===== src/include/pcs_pkg.sv =====
/*
  Package for the pump current source control block: register map,
  field layout, reset values, interrupt bits and timing counts.
  Assumes a 100 MHz system clock and a 32-bit AXI4-Lite register bus.
*/
package pcs_pkg;

  // ==========================================================
  // Register offsets (byte addresses)
  localparam logic [3:0] CFG_OFFSET = 4'h0;
  localparam logic [3:0] STATUS_OFFSET = 4'h4;
  localparam logic [3:0] IRQ_STATUS_OFFSET = 4'h8;
  localparam logic [3:0] IRQ_MASK_OFFSET = 4'hc;

  // ==========================================================
  // Configuration register fields
  localparam int GAIN_LSB = 0;
  localparam int GAIN_W = 3;
  localparam int CHANNEL_BIT = 3;
  localparam int TAG_BIT = 4;
  localparam int PULLDOWN_BIT = 5;
  localparam int ENABLE_BIT = 6;
  localparam int LIM_EN_BIT = 7;
  localparam int LIM_SYM_BIT = 8;
  localparam int LIM_REF_BIT = 9;
  localparam int CAP_LSB = 10;
  localparam int CAP_W = 6;
  localparam int CFG_W = 16;
  localparam logic [15:0] CFG_RESET = 16'h0020;

  // ==========================================================
  // Status register fields
  localparam int ST_ENABLED_BIT = 0;
  localparam int ST_LIMITER_BIT = 1;
  localparam int ST_BATTERY_BIT = 2;
  localparam int ST_GROUND_BIT = 3;
  localparam int ST_PULLDOWN_BIT = 4;
  localparam int ST_PARKING_BIT = 5;

  // ==========================================================
  // Interrupt status and mask fields
  localparam int IRQ_W = 4;
  localparam int IRQ_BATTERY_BIT = 0;
  localparam int IRQ_GROUND_BIT = 1;
  localparam int IRQ_LIMITER_BIT = 2;
  localparam int IRQ_REFUSED_BIT = 3;
  localparam logic [3:0] IRQ_MASK_RESET = 4'h0;

  // ==========================================================
  // Bus answers
  localparam logic [1:0] RESP_OKAY = 2'h0;
  localparam logic [1:0] RESP_SLVERR = 2'h2;

  // ==========================================================
  // Timing
  localparam int CLK_PERIOD_NS = 10;
  localparam int POR_FILTER_NS = 15000;
  localparam int POR_FILTER_CYCLES = (POR_FILTER_NS + CLK_PERIOD_NS - 1) / CLK_PERIOD_NS;
  localparam int POR_CNT_W = 11;

  // ==========================================================
  // Bus channel states
  typedef enum logic [1:0] {
    BUS_IDLE = 2'b01,
    BUS_RESP = 2'b10
  } pcs_bus_state_type;

endpackage


===== src/rtl/pcs_pump_source_ctrl.sv =====
/*
  Pump current source control: configuration, enable gating, pull-down,
  limiter control and status, fault flags, AXI4-Lite slave, interrupt.
  Assumes comparator and bus inputs synchronous to clk.
*/
// Design decisions made here: the placing of the registers and register access over AXI4-Lite.
// Functional notes
// - Three-bit gain code picks one of eight output amplifier gains.
// - Channel bit picks output channel; unselected channel pins stay high impedance.
// - Tag switch of selected channel closes only when tag enable set.
// - After start-up source disabled, pins high impedance, parking active.
// - Pull-down on first output pin is connected by default.
// - Pull-down drops when source enabled or short to battery seen.
// - Pull-down bit honoured only while disabled and no fault present.
// - Enable with channel accepted only without short to battery; disables parking.
// - Limiter follows limiter-enable bit while source enabled.
// - Symmetry bit selects symmetric or asymmetric limiter window.
// - Limiter status reads one while limiter intervenes with source enabled.
// - Limiter reference input pin chosen by reference select bit.
// - Short to battery detection always active on all source pins.
// - Sense short to ground flagged while sense lies between thresholds.
// - Six-bit field selects connected compensation capacitors.
// - Supply fault held fifteen microseconds resets configuration and outputs.
`timescale 1ns/1ps
module pcs_pump_source_ctrl (
  input wire logic clk,
  input wire logic nrst,
  input wire logic porFault,
  input wire logic outBatteryCmp,
  input wire logic senseBatteryCmp,
  input wire logic senseGroundCmp,
  input wire logic limiterIntervene,
  output logic [2:0] outputGainSel,
  output logic ch1Drive,
  output logic ch2Drive,
  output logic tag1Close,
  output logic tag2Close,
  output logic parkingOn,
  output logic pulldownOn,
  output logic limiterOn,
  output logic limiterSymmetrySel,
  output logic limiterRefInputSel,
  output logic [5:0] compCapacitanceCfg,
  output logic limiterStatus,
  output logic batteryFault,
  output logic groundFault,
  output logic irq,
  input wire logic [3:0] s_axi_awaddr,
  input wire logic s_axi_awvalid,
  output logic s_axi_awready,
  input wire logic [31:0] s_axi_wdata,
  input wire logic [3:0] s_axi_wstrb,
  input wire logic s_axi_wvalid,
  output logic s_axi_wready,
  output logic [1:0] s_axi_bresp,
  output logic s_axi_bvalid,
  input wire logic s_axi_bready,
  input wire logic [3:0] s_axi_araddr,
  input wire logic s_axi_arvalid,
  output logic s_axi_arready,
  output logic [31:0] s_axi_rdata,
  output logic [1:0] s_axi_rresp,
  output logic s_axi_rvalid,
  input wire logic s_axi_rready
);

  // ==========================================================
  // Reset release and supply fault filter
  logic rstMeta;
  logic rstN;
  logic [pcs_pkg::POR_CNT_W-1:0] porCnt;
  logic porClear;

  always_ff @(posedge clk or negedge nrst) begin
    if (!nrst) begin
      rstMeta <= 1'b0;
      rstN <= 1'b0;
    end else begin
      rstMeta <= 1'b1;
      rstN <= rstMeta;
    end
  end

  always_ff @(posedge clk or negedge rstN) begin
    if (!rstN) begin
      porCnt <= '0;
      porClear <= 1'b0;
    end else if (!porFault) begin
      porCnt <= '0;
      porClear <= 1'b0;
    end else if (porCnt == pcs_pkg::POR_CNT_W'(pcs_pkg::POR_FILTER_CYCLES - 1)) begin
      porClear <= 1'b1;
    end else begin
      porCnt <= porCnt + 1'b1;
    end
  end

  // ==========================================================
  // Fault comparators
  always_ff @(posedge clk or negedge rstN) begin
    if (!rstN) begin
      batteryFault <= 1'b0;
      groundFault <= 1'b0;
    end else begin
      batteryFault <= outBatteryCmp | senseBatteryCmp;
      groundFault <= senseGroundCmp;
    end
  end

  // ==========================================================
  // Register bus decode
  function automatic logic [1:0] reg_index(input logic [3:0] addr);
    reg_index = addr[3:2];
  endfunction

  function automatic logic [31:0] lane_mask(input logic [3:0] strb);
    lane_mask = {{8{strb[3]}}, {8{strb[2]}}, {8{strb[1]}}, {8{strb[0]}}};
  endfunction

  pcs_pkg::pcs_bus_state_type wrState;
  pcs_pkg::pcs_bus_state_type rdState;
  logic awHeld;
  logic wHeld;
  logic [3:0] awAddr;
  logic [31:0] wData;
  logic [3:0] wStrb;
  logic doWrite;
  logic doRead;
  logic [31:0] writeMask;
  logic [31:0] writeValue;
  logic [1:0] rdIndex;

  assign doWrite = (wrState == pcs_pkg::BUS_IDLE) && awHeld && wHeld;
  assign doRead = s_axi_arvalid && s_axi_arready;
  assign writeMask = lane_mask(wStrb);
  assign writeValue = wData & writeMask;
  assign rdIndex = reg_index(s_axi_araddr);

  // ==========================================================
  // Write channels: address and data taken in either order
  always_ff @(posedge clk or negedge rstN) begin
    if (!rstN) begin
      awHeld <= 1'b0;
      wHeld <= 1'b0;
      awAddr <= '0;
      wData <= '0;
      wStrb <= '0;
      s_axi_awready <= 1'b0;
      s_axi_wready <= 1'b0;
    end else begin
      s_axi_awready <= !awHeld && !(s_axi_awvalid && s_axi_awready) && (wrState == pcs_pkg::BUS_IDLE);
      s_axi_wready <= !wHeld && !(s_axi_wvalid && s_axi_wready) && (wrState == pcs_pkg::BUS_IDLE);
      if (s_axi_awvalid && s_axi_awready) begin
        awHeld <= 1'b1;
        awAddr <= s_axi_awaddr;
        s_axi_awready <= 1'b0;
      end else if (doWrite) begin
        awHeld <= 1'b0;
      end
      if (s_axi_wvalid && s_axi_wready) begin
        wHeld <= 1'b1;
        wData <= s_axi_wdata;
        wStrb <= s_axi_wstrb;
        s_axi_wready <= 1'b0;
      end else if (doWrite) begin
        wHeld <= 1'b0;
      end
    end
  end

  always_ff @(posedge clk or negedge rstN) begin
    if (!rstN) begin
      wrState <= pcs_pkg::BUS_IDLE;
      s_axi_bvalid <= 1'b0;
      s_axi_bresp <= pcs_pkg::RESP_OKAY;
    end else begin
      case (wrState)
        pcs_pkg::BUS_IDLE: begin
          if (doWrite) begin
            wrState <= pcs_pkg::BUS_RESP;
            s_axi_bvalid <= 1'b1;
            s_axi_bresp <= (awAddr == pcs_pkg::CFG_OFFSET || awAddr == pcs_pkg::IRQ_MASK_OFFSET) ?
              pcs_pkg::RESP_OKAY : pcs_pkg::RESP_SLVERR;
          end
        end
        pcs_pkg::BUS_RESP: begin
          if (s_axi_bready) begin
            wrState <= pcs_pkg::BUS_IDLE;
            s_axi_bvalid <= 1'b0;
          end
        end
        default: begin
          wrState <= pcs_pkg::BUS_IDLE;
          s_axi_bvalid <= 1'b0;
        end
      endcase
    end
  end

  // ==========================================================
  // Configuration register
  logic [pcs_pkg::CFG_W-1:0] cfg;
  logic [pcs_pkg::CFG_W-1:0] next_cfg;
  logic cfgWrite;
  logic enableRequest;
  logic enableRefused;

  assign cfgWrite = doWrite && (awAddr == pcs_pkg::CFG_OFFSET);
  assign next_cfg = (cfg & ~writeMask[pcs_pkg::CFG_W-1:0]) | writeValue[pcs_pkg::CFG_W-1:0];
  assign enableRequest = next_cfg[pcs_pkg::ENABLE_BIT];
  assign enableRefused = cfgWrite && enableRequest && batteryFault;

  always_ff @(posedge clk or negedge rstN) begin
    if (!rstN) begin
      cfg <= pcs_pkg::CFG_RESET;
    end else if (porClear) begin
      cfg <= pcs_pkg::CFG_RESET;
    end else if (cfgWrite) begin
      cfg <= next_cfg;
      if (enableRefused) begin
        cfg[pcs_pkg::ENABLE_BIT] <= cfg[pcs_pkg::ENABLE_BIT];
        cfg[pcs_pkg::CHANNEL_BIT] <= cfg[pcs_pkg::CHANNEL_BIT];
      end
    end
  end

  // Gain, symmetry, reference and capacitors are the stored fields
  assign outputGainSel = cfg[pcs_pkg::GAIN_LSB +: pcs_pkg::GAIN_W];
  assign limiterSymmetrySel = cfg[pcs_pkg::LIM_SYM_BIT];
  assign limiterRefInputSel = cfg[pcs_pkg::LIM_REF_BIT];
  assign compCapacitanceCfg = cfg[pcs_pkg::CAP_LSB +: pcs_pkg::CAP_W];

  // ==========================================================
  // Source outputs, pull-down and limiter
  logic srcEn;
  assign srcEn = cfg[pcs_pkg::ENABLE_BIT];

  always_ff @(posedge clk or negedge rstN) begin
    if (!rstN) begin
      ch1Drive <= 1'b0;
      ch2Drive <= 1'b0;
      tag1Close <= 1'b0;
      tag2Close <= 1'b0;
      parkingOn <= 1'b1;
    end else begin
      ch1Drive <= srcEn && !cfg[pcs_pkg::CHANNEL_BIT];
      ch2Drive <= srcEn && cfg[pcs_pkg::CHANNEL_BIT];
      tag1Close <= srcEn && !cfg[pcs_pkg::CHANNEL_BIT] && cfg[pcs_pkg::TAG_BIT];
      tag2Close <= srcEn && cfg[pcs_pkg::CHANNEL_BIT] && cfg[pcs_pkg::TAG_BIT];
      parkingOn <= !srcEn;
    end
  end

  always_ff @(posedge clk or negedge rstN) begin
    if (!rstN) begin
      pulldownOn <= 1'b0;
    end else begin
      pulldownOn <= cfg[pcs_pkg::PULLDOWN_BIT] && !srcEn && !batteryFault && !groundFault;
    end
  end

  always_ff @(posedge clk or negedge rstN) begin
    if (!rstN) begin
      limiterOn <= 1'b0;
      limiterStatus <= 1'b0;
    end else begin
      limiterOn <= srcEn && cfg[pcs_pkg::LIM_EN_BIT];
      limiterStatus <= srcEn && limiterOn && limiterIntervene;
    end
  end

  // ==========================================================
  // Interrupt status, clear on read; a new event wins over the clear
  logic [pcs_pkg::IRQ_W-1:0] irqStatus;
  logic [pcs_pkg::IRQ_W-1:0] irqMask;
  logic [pcs_pkg::IRQ_W-1:0] irqEvents;
  logic irqRead;

  assign irqEvents = {enableRefused, limiterStatus, groundFault, batteryFault};
  assign irqRead = doRead && (s_axi_araddr == pcs_pkg::IRQ_STATUS_OFFSET);

  always_ff @(posedge clk or negedge rstN) begin
    if (!rstN) begin
      irqStatus <= '0;
    end else if (porClear) begin
      irqStatus <= '0;
    end else begin
      irqStatus <= (irqRead ? '0 : irqStatus) | irqEvents;
    end
  end

  always_ff @(posedge clk or negedge rstN) begin
    if (!rstN) begin
      irqMask <= pcs_pkg::IRQ_MASK_RESET;
    end else if (porClear) begin
      irqMask <= pcs_pkg::IRQ_MASK_RESET;
    end else if (doWrite && (awAddr == pcs_pkg::IRQ_MASK_OFFSET)) begin
      irqMask <= (irqMask & ~writeMask[pcs_pkg::IRQ_W-1:0]) | writeValue[pcs_pkg::IRQ_W-1:0];
    end
  end

  always_ff @(posedge clk or negedge rstN) begin
    if (!rstN) begin
      irq <= 1'b0;
    end else begin
      irq <= |(irqStatus & irqMask);
    end
  end

  // ==========================================================
  // Read channel
  logic [31:0] statusWord;
  assign statusWord = {26'h0, parkingOn, pulldownOn, groundFault, batteryFault, limiterStatus, srcEn};

  always_ff @(posedge clk or negedge rstN) begin
    if (!rstN) begin
      rdState <= pcs_pkg::BUS_IDLE;
      s_axi_arready <= 1'b0;
      s_axi_rvalid <= 1'b0;
      s_axi_rdata <= '0;
      s_axi_rresp <= pcs_pkg::RESP_OKAY;
    end else begin
      case (rdState)
        pcs_pkg::BUS_IDLE: begin
          s_axi_arready <= !doRead;
          if (doRead) begin
            rdState <= pcs_pkg::BUS_RESP;
            s_axi_rvalid <= 1'b1;
            s_axi_rresp <= s_axi_araddr[1:0] == 2'h0 ? pcs_pkg::RESP_OKAY : pcs_pkg::RESP_SLVERR;
            case (rdIndex)
              2'h0: s_axi_rdata <= {16'h0, cfg};
              2'h1: s_axi_rdata <= statusWord;
              2'h2: s_axi_rdata <= {28'h0, irqStatus};
              default: s_axi_rdata <= {28'h0, irqMask};
            endcase
          end
        end
        pcs_pkg::BUS_RESP: begin
          s_axi_arready <= 1'b0;
          if (s_axi_rready) begin
            rdState <= pcs_pkg::BUS_IDLE;
            s_axi_rvalid <= 1'b0;
            s_axi_arready <= 1'b1;
          end
        end
        default: begin
          rdState <= pcs_pkg::BUS_IDLE;
          s_axi_rvalid <= 1'b0;
          s_axi_arready <= 1'b0;
        end
      endcase
    end
  end
endmodule // pcs_pump_source_ctrl


===== config.mk =====
export PLATFORM = sky130hd
export DESIGN_NAME = pcs_pump_source_ctrl
export DESIGN_NICKNAME = d
export VERILOG_FILES = /design/src/include/pcs_pkg.sv /design/src/rtl/pcs_pump_source_ctrl.sv
export SDC_FILE = /design/constraint.sdc
export NUM_CORES = 1
export LEC_CHECK = 0
export ABC_AREA = 1
export ABC_CLOCK_PERIOD_IN_PS = 7100
export BUFFER_PORTS_ARGS = -buffer_cell sky130_fd_sc_hd__buf_2
export CORE_ASPECT_RATIO = 1.1
export CORE_UTILIZATION = 52
export DETAILED_ROUTE_END_ITERATION = 6
export PLACE_DENSITY = 0.76
export SLEW_MARGIN = 25
export SYNTH_ARGS = -nofsm -noshare
export SYNTH_HDL_FRONTEND = slang
export SYNTH_SLANG_ARGS = --single-unit

===== constraint.sdc =====
create_clock -name clk -period 7.1 [get_ports clk]
set_input_delay 0.71 -clock clk [delete_from_list [all_inputs] [get_ports clk]]
set_output_delay 0.71 -clock clk [all_outputs]
set_load 0.01 [all_outputs]

==> flow_summary_export.csv, run 1 <==
group,metric,value,unit
outcome,status,"finished clean",
flow_run,drv_cap,0,
synthesis,synth_cell_types,33,
grt,met3_usage,4.01,%
setup_path,cp_slowest_stage_delay,540,ps
sta,finalClockSkew,5.93,ps
grt,met1_usage,27.8,%
setup_path,reg2reg_from,"rdState[0]",
routing,drt_wl_total,8120,um
sta,period_share,26.9,%
finish,nNetsFinal,596,
setup_path,cp.arrival,2150,ps
sta,setup_viol,0,
routing,drc,0,
setup_path,r2r_cells,6,
clocking,clk-insertion-delay-late,360,ps
grt,grt_util_met2,29.9,%
setup_path,crit_top_cell,"inv_1",
place,place_congestion,0.810,
clocking,clockBufferDepth,2,
finish,fill_cells,681,
place,dp_hpwl,5930,um
synthesis,yosysTopAreaCellShare,53.0,%
synthesis,synth-warning-count,0,
hold_path,hold_path.class,"primary input to async pin",
clocking,cts-root-buf,"clkbuf_8",
floorplan,start_util,54.9,%
setup_path,crit_type,"flop to flop",
place,portBuffers,82,
clocking,cts-resized-gates,0,
floorplan,row_count,34,
synthesis,yosysMostFrequentCell,"dfrtp_1",
sta,maxSlewViolCount,0,
floorplan,dieWidth,90.0,um
sta,fin_tns_setup,0,ps
setup_path,cpMaxStageDelayCell,"dfstp_2",
routing,drt_iter0_drc,219,
routing,num_vias,3250,
sta,period_needed,1910,ps
synthesis,yosys_most_used_dff,"dfrtp_1",
grt,grt_pass1_vias,2871,
synthesis,synth_edf_count,0,
floorplan,die_h,98.9,um
synthesis,ys_ff_latch,98,
setup_path,worstReg2RegEnd,"s_axi_rdata[4]",
sta,hold_viol,0,
sta,rsz0062_at_grt,"false",
setup_path,worstPathCellList,"ha_1 > inv_1 > nor2_1 > inv_1 > a21oi_1 > a2bb2oi_1",
grt,grt_max_degree,81,
clocking,cts_hold_buf,0,
finish,postLayoutCellArea,5000,sq um
grt,grt_pass1_wl,13800,um
setup_path,rrSetupSlack,5190,ps
finish,final_layout_size_suffix_gt1_share,24.7,%
clocking,cts_setup_buffers,0,
setup_path,cp_max_fo,32,
routing,via_per_inst,5.00,
synthesis,synth_area_leaders,"dfrtp_1 53%, nand2_1 7.9%, mux2_2 5.3%",
setup_path,crit_path_end_kind,"flop",
setup_path,worst-endpoint-required,7340,ps
routing,ant_nets,0,
clocking,clk_pin_slew_worst_paths,90,ps
grt,grt.busiest_layer,"met2",
synthesis,syn_avg_cell_area,9.45,sq um
synthesis,async_flop_share,100,%
grt,gr-total-overflow,0,
clocking,htree_levels,3,
floorplan,dieArea,8900,sq um
clocking,cts_buffers,9,
floorplan,core-area,8080,sq um
routing,wl_per_cell,12.5,um
sta,fmax,523,MHz
synthesis,synth_common_cells,"94 x dfrtp_1, 93 x nand2_1, 50 x inv_1",
grt,antenna_found_initial,0,
floorplan,pin_count,119,
synthesis,synthCells,469,
finish,antenna_cells,0,
synthesis,synth_area,4430,sq um
power,power_density,356,nW/um^2
place,placed_area,4770,sq um
clocking,cts_num_sinks,98,
setup_path,start_kind,"flop",
sta,max_slew_margin,40.3,%
sta,tightest_slew,895,ps
power,max-vdd-ir-drop,0.252,mV
synthesis,synth_top_area_cell,"dfrtp_1",
grt,track_usage,19.6,%
power,leakage,2.54,nW
finish,areaGrowthSynthToFinish,12.7,%
clocking,cts_tree,"done",
synthesis,ys_seq_area_share,55.4,%
routing,dr.pass1.iters,4,
-- per-layer routing --
metal | part of all wire [%] | vias up
met2 | 45 | 88
met1 | 48 | 1528
met5 | 0 | -
li1 | - | 1622
met3 | 5.5 | 12
met4 | 1.5 | 0
-- sequential cells by signal (all words and copies together) (netlist names), 2 cells and up --
name	count
awAddr	4
cfg	16
irqMask	4
irqStatus	4
porCnt	11
s_axi_rdata	16
wData	16
wStrb	2
-- report_power, final --
group,switching [W],internal (W)
combinational,0.000288,0.000225
sequential,0.000127,0.000743
clock,0.000187,0.000209
total,0.000602,0.00118
-- metrics by stage --
step	hold slack, ps	std cells	utilization (%)	worst slack (ps)	total power (W)
floorplan	331	486	-	4180	0.00126
global placement	183	634	59.0	5110	0.00137
detailed placement	186	634	59.0	5070	0.00140
CTS	101	650	61.8	5170	0.00180
global route	95.0	650	61.8	4930	0.00191
finish	118	650	61.8	5190	0.00178
-- cells by family after synthesis --
logic type | Yosys count | synth area share, %
AO/OA/AOI/OAI | 81 | 10.6
XOR/XNOR | 2 | 0.395
adder cells (fa/ha/maj) | 3 | 0.847
buffers and inverters | 93 | 10.7
flip-flops | 98 | 55.4
multiplexers | 21 | 5.33
other | 2 | 0.169
AND/OR/NAND/NOR | 169 | 16.6
-- cell usage in the layout, fill, tap and decap left out, types with 2 or more instances in the layout --
master and count:
nor2_2 2, a21oi_1 15, o211ai_1 4, o31ai_1 10
a2bb2oi_1 2, nand3_1 28, dfrtp_1 93, clkbuf_8 10
xor2_1 2, dfstp_2 4, nand2_1 93, or2_2 3
nand4_1 6, o21a_1 2, nor2_1 29, ha_1 3
o21ai_0 46, buf_2 82, bufinv_16 2, mux2_2 21
inv_1 50, clkinv_2 2, conb_1 19
-- critical path, delay by kind of cell, from the launching register on --
kind	cells	cell delay (ps)
simple gates	1	200
flops	1	540
compound gates	2	410
buf+inv	2	490
fa+ha+maj	1	150
-- area by class of cell --
class | count | area (sq um) | share of cell area (%)
flip-flops and latches | 98 | 2460 | 49.2
repair buffers | 83 | 422 | 8.44
inverters | 50 | 188 | 3.75
clock buffers | 10 | 138 | 2.75
clock inverters | 6 | 87.6 | 1.75
well taps | 108 | 135 | 2.70
multi-input cells | 295 | 1570 | 31.4
-- worst max-delay path by stage --
stage,from,endpoint,slack [ps]
floorplan,rstN,awAddr[0],4180
global placement,s_axi_arvalid,s_axi_rdata[4],5110
detailed placement,s_axi_arvalid,s_axi_rdata[4],5070
CTS,rdState[0],s_axi_rdata[4],5170
global route,rdState[0],s_axi_rdata[4],4930
finish,rdState[0],s_axi_rdata[4],5190
Power figures use the tool's default switching activity.
==> inputs of run 2 (changes only) <==
--- a/config.mk
+++ b/config.mk
@@ -6,7 +6,7 @@
 export NUM_CORES = 1
 export LEC_CHECK = 0
 export ABC_AREA = 1
-export ABC_CLOCK_PERIOD_IN_PS = 7100
+export ABC_CLOCK_PERIOD_IN_PS = 2000
 export BUFFER_PORTS_ARGS = -buffer_cell sky130_fd_sc_hd__buf_2
 export CORE_ASPECT_RATIO = 1.1
 export CORE_UTILIZATION = 52
==> constraint.sdc (replaced) <==
create_clock -name clk -period 2 [get_ports clk]
set_input_delay 0.2 -clock clk [delete_from_list [all_inputs] [get_ports clk]]
set_output_delay 0.2 -clock clk [all_outputs]
set_load 0.01 [all_outputs]
==> flow_summary_export.csv, run 2 (synthesized netlist as in run 1, its figures left out) <==
group,metric,value,unit
sta,rsz0062_at_grt,"false",
setup_path,rrSetupSlack,320,ps
place,portBuffers,82,
routing,drt_wl_total,8600,um
clocking,clk_pin_slew_worst_paths,90,ps
finish,top_regs,"cfg: 16 flops, s_axi_rdata: 16 flops, wData: 16 flops",
grt,antenna_found_initial,0,
clocking,cts_buffers,9,
sta,max_slew_margin,65.3,%
setup_path,start_kind,"flop",
hold_path,hold_path.class,"primary input to flop",
clocking,clk-insertion-delay-late,350,ps
routing,via_per_inst,5.00,
floorplan,row_count,34,
grt,track_usage,20.5,%
routing,num_vias,3283,
finish,fill_cells,698,
setup_path,crit_type,"flop to flop",
sta,period_needed,1680,ps
sta,fmax,594,MHz
flow_run,drv_cap,0,
clocking,cts_tree,"done",
setup_path,crit_buf_inv,3,
setup_path,crit_end,"s_axi_rdata[5]",
routing,drc,0,
power,power_density,1240,nW/um^2
setup_path,cp.depth,7,
power,power.clock.fraction,20.8,%
setup_path,crit_top_cell,"inv_1",
sta,finalClockSkew,9.96,ps
setup_path,crit_path_end_kind,"flop",
setup_path,cp_top_family,"flip-flops",
floorplan,die_h,98.9,um
place,dp_hpwl,6450,um
finish,final_layout_size_suffix_gt1_share,25.0,%
routing,wl_per_cell,13.1,um
clocking,htree_levels,3,
setup_path,crit_start,"rdState[0]",
floorplan,start_util,54.9,%
sta,period_share,84.2,%
grt,grt_util_met2,33.6,%
sta,maxSlewViolCount,0,
grt,met1_usage,27.3,%
grt,grt_pass1_wl,14500,um
power,combPwrFrac,29.6,%
finish,postLayoutCellArea,5060,sq um
clocking,cts_num_sinks,98,
setup_path,r2r_cells,7,
setup_path,cp_max_fo,22,
routing,dr.pass1.iters,4,
finish,antenna_cells,0,
sta,hold_viol,0,
setup_path,worst-endpoint-required,2230,ps
hold_path,hp-start,"senseBatteryCmp",
grt,met3_usage,4.17,%
power,seq_power_share,49.5,%
power,swShare,34.4,%
power,p_sw,0.00216,W
sta,tightest_slew,521,ps
routing,ant_nets,0,
grt,grt_max_degree,36,
power,max-vdd-ir-drop,0.667,mV
floorplan,dieArea,8900,sq um
finish,nNetsFinal,603,
grt,grt.busiest_layer,"met2",
place,place_congestion,0.792,
place,placed_area,4830,sq um
clocking,cts-resized-gates,0,
sta,fin_tns_setup,0,ps
clocking,cts-root-buf,"clkbuf_8",
setup_path,cp.arrival,1920,ps
floorplan,pin_count,119,
finish,layout_common_cells,"93 x nand2_1, 93 x dfrtp_1, 82 x buf_2, 50 x inv_1, 46 x o21ai_0",
setup_path,cpMaxStageDelayCell,"dfstp_2",
power,p_int,0.00411,W
setup_path,worstPathCellList,"ha_1 > inv_1 > nor2_1 > inv_1 > buf_4 > a21oi_1 > a2bb2oi_1",
setup_path,worstReg2RegEnd,"s_axi_rdata[5]",
floorplan,core-area,8080,sq um
sta,setup_viol,0,
routing,drt_iter0_drc,142,
clocking,clockBufferDepth,2,
setup_path,cp_slowest_stage_delay,550,ps
outcome,status,"finished clean",
grt,gr-total-overflow,0,
finish,areaGrowthSynthToFinish,14.1,%
floorplan,dieWidth,90.0,um
setup_path,reg2reg_from,"rdState[0]",
grt,grt_pass1_vias,3085,
power,leakage,2.56,nW
run 2: cell count changes in the layout (fill, tap and decap cells not counted), sizes merged:
cell,previous run,this run
clkbuf,10,13
bufinv,2,1
buf,83,88
clkinvlp,0,1
dlygate4sd3,0,2
clkinv,3,0
run 2: per-stage QoR:
| stage | cells | utilization, % | hold slack, ps | worst slack, ps | total power [W] |
|---|---|---|---|---|---|
| 2_1_floorplan | 486 | - | -95.6 | 357 | 0.00448 |
| 3_3_place_gp | 639 | 59.8 | -13.9 | 450 | 0.00489 |
| 3_5_place_dp | 639 | 59.8 | -13.3 | 310 | 0.00501 |
| 4_1_cts | 657 | 62.6 | 29.9 | 294 | 0.00633 |
| 5_1_grt | 657 | 62.6 | 21.9 | 184 | 0.00671 |
| 6_report | 657 | 62.6 | 47.4 | 315 | 0.00626 |
run 2: layer usage:
layer | part of all wire (%) | wire length [um] | up-vias
li1 | - | - | 1629
met5 | 0 | 0 | -
met1 | 46 | 3920 | 1554
met3 | 5.0 | 432 | 9
met2 | 48 | 4150 | 91
met4 | 1.1 | 97 | 0
run 2: worst reg2reg max path, cell delays in order (launching register included):
cell	delay, ps
dfstp_2	550
ha_1	170
inv_1	70
nor2_1	220
inv_1	100
buf_4	210
a21oi_1	170
a2bb2oi_1	90
run 2: timing repair:
action / CTS / global route
setup buffers: 0 / 0
endpoints found under the hold margin: 3 / 0
hold buffers: 2 / 0
run 2: cell type report:
class	instances	area, sq um	share of cell area [%]
Sequential cell	98	2460	48.7
Timing Repair Buffer	90	500	9.90
Clock buffer	13	159	3.14
Inverter	50	188	3.71
Tap cell	108	135	2.67
Clock inverter	3	46.3	0.915
Multi-Input combinational cell	295	1570	31.0
run 2: power by group through the flow:
stage | Sequential [W] | Combinational [W] | Clock [W]
3_5_place_dp | 0.00314 | 0.00187 | 0
5_1_grt | 0.00319 | 0.00211 | 0.00142
4_1_cts | 0.00310 | 0.00188 | 0.00134
2_1_floorplan | 0.00308 | 0.00140 | 0
3_3_place_gp | 0.00311 | 0.00178 | 0
6_report | 0.00310 | 0.00186 | 0.00131
run 2: how the worst min path moves through the flow:
stage                               to  slack [ps]  cells past startpoint
after floorplan                rstMeta        -100                      0
after detailed placement       rstMeta         -10                      1
after CTS                 batteryFault          30                      2
after global routing      batteryFault          20                      2
final                     batteryFault          50                      2
after global placement         rstMeta         -10                      1
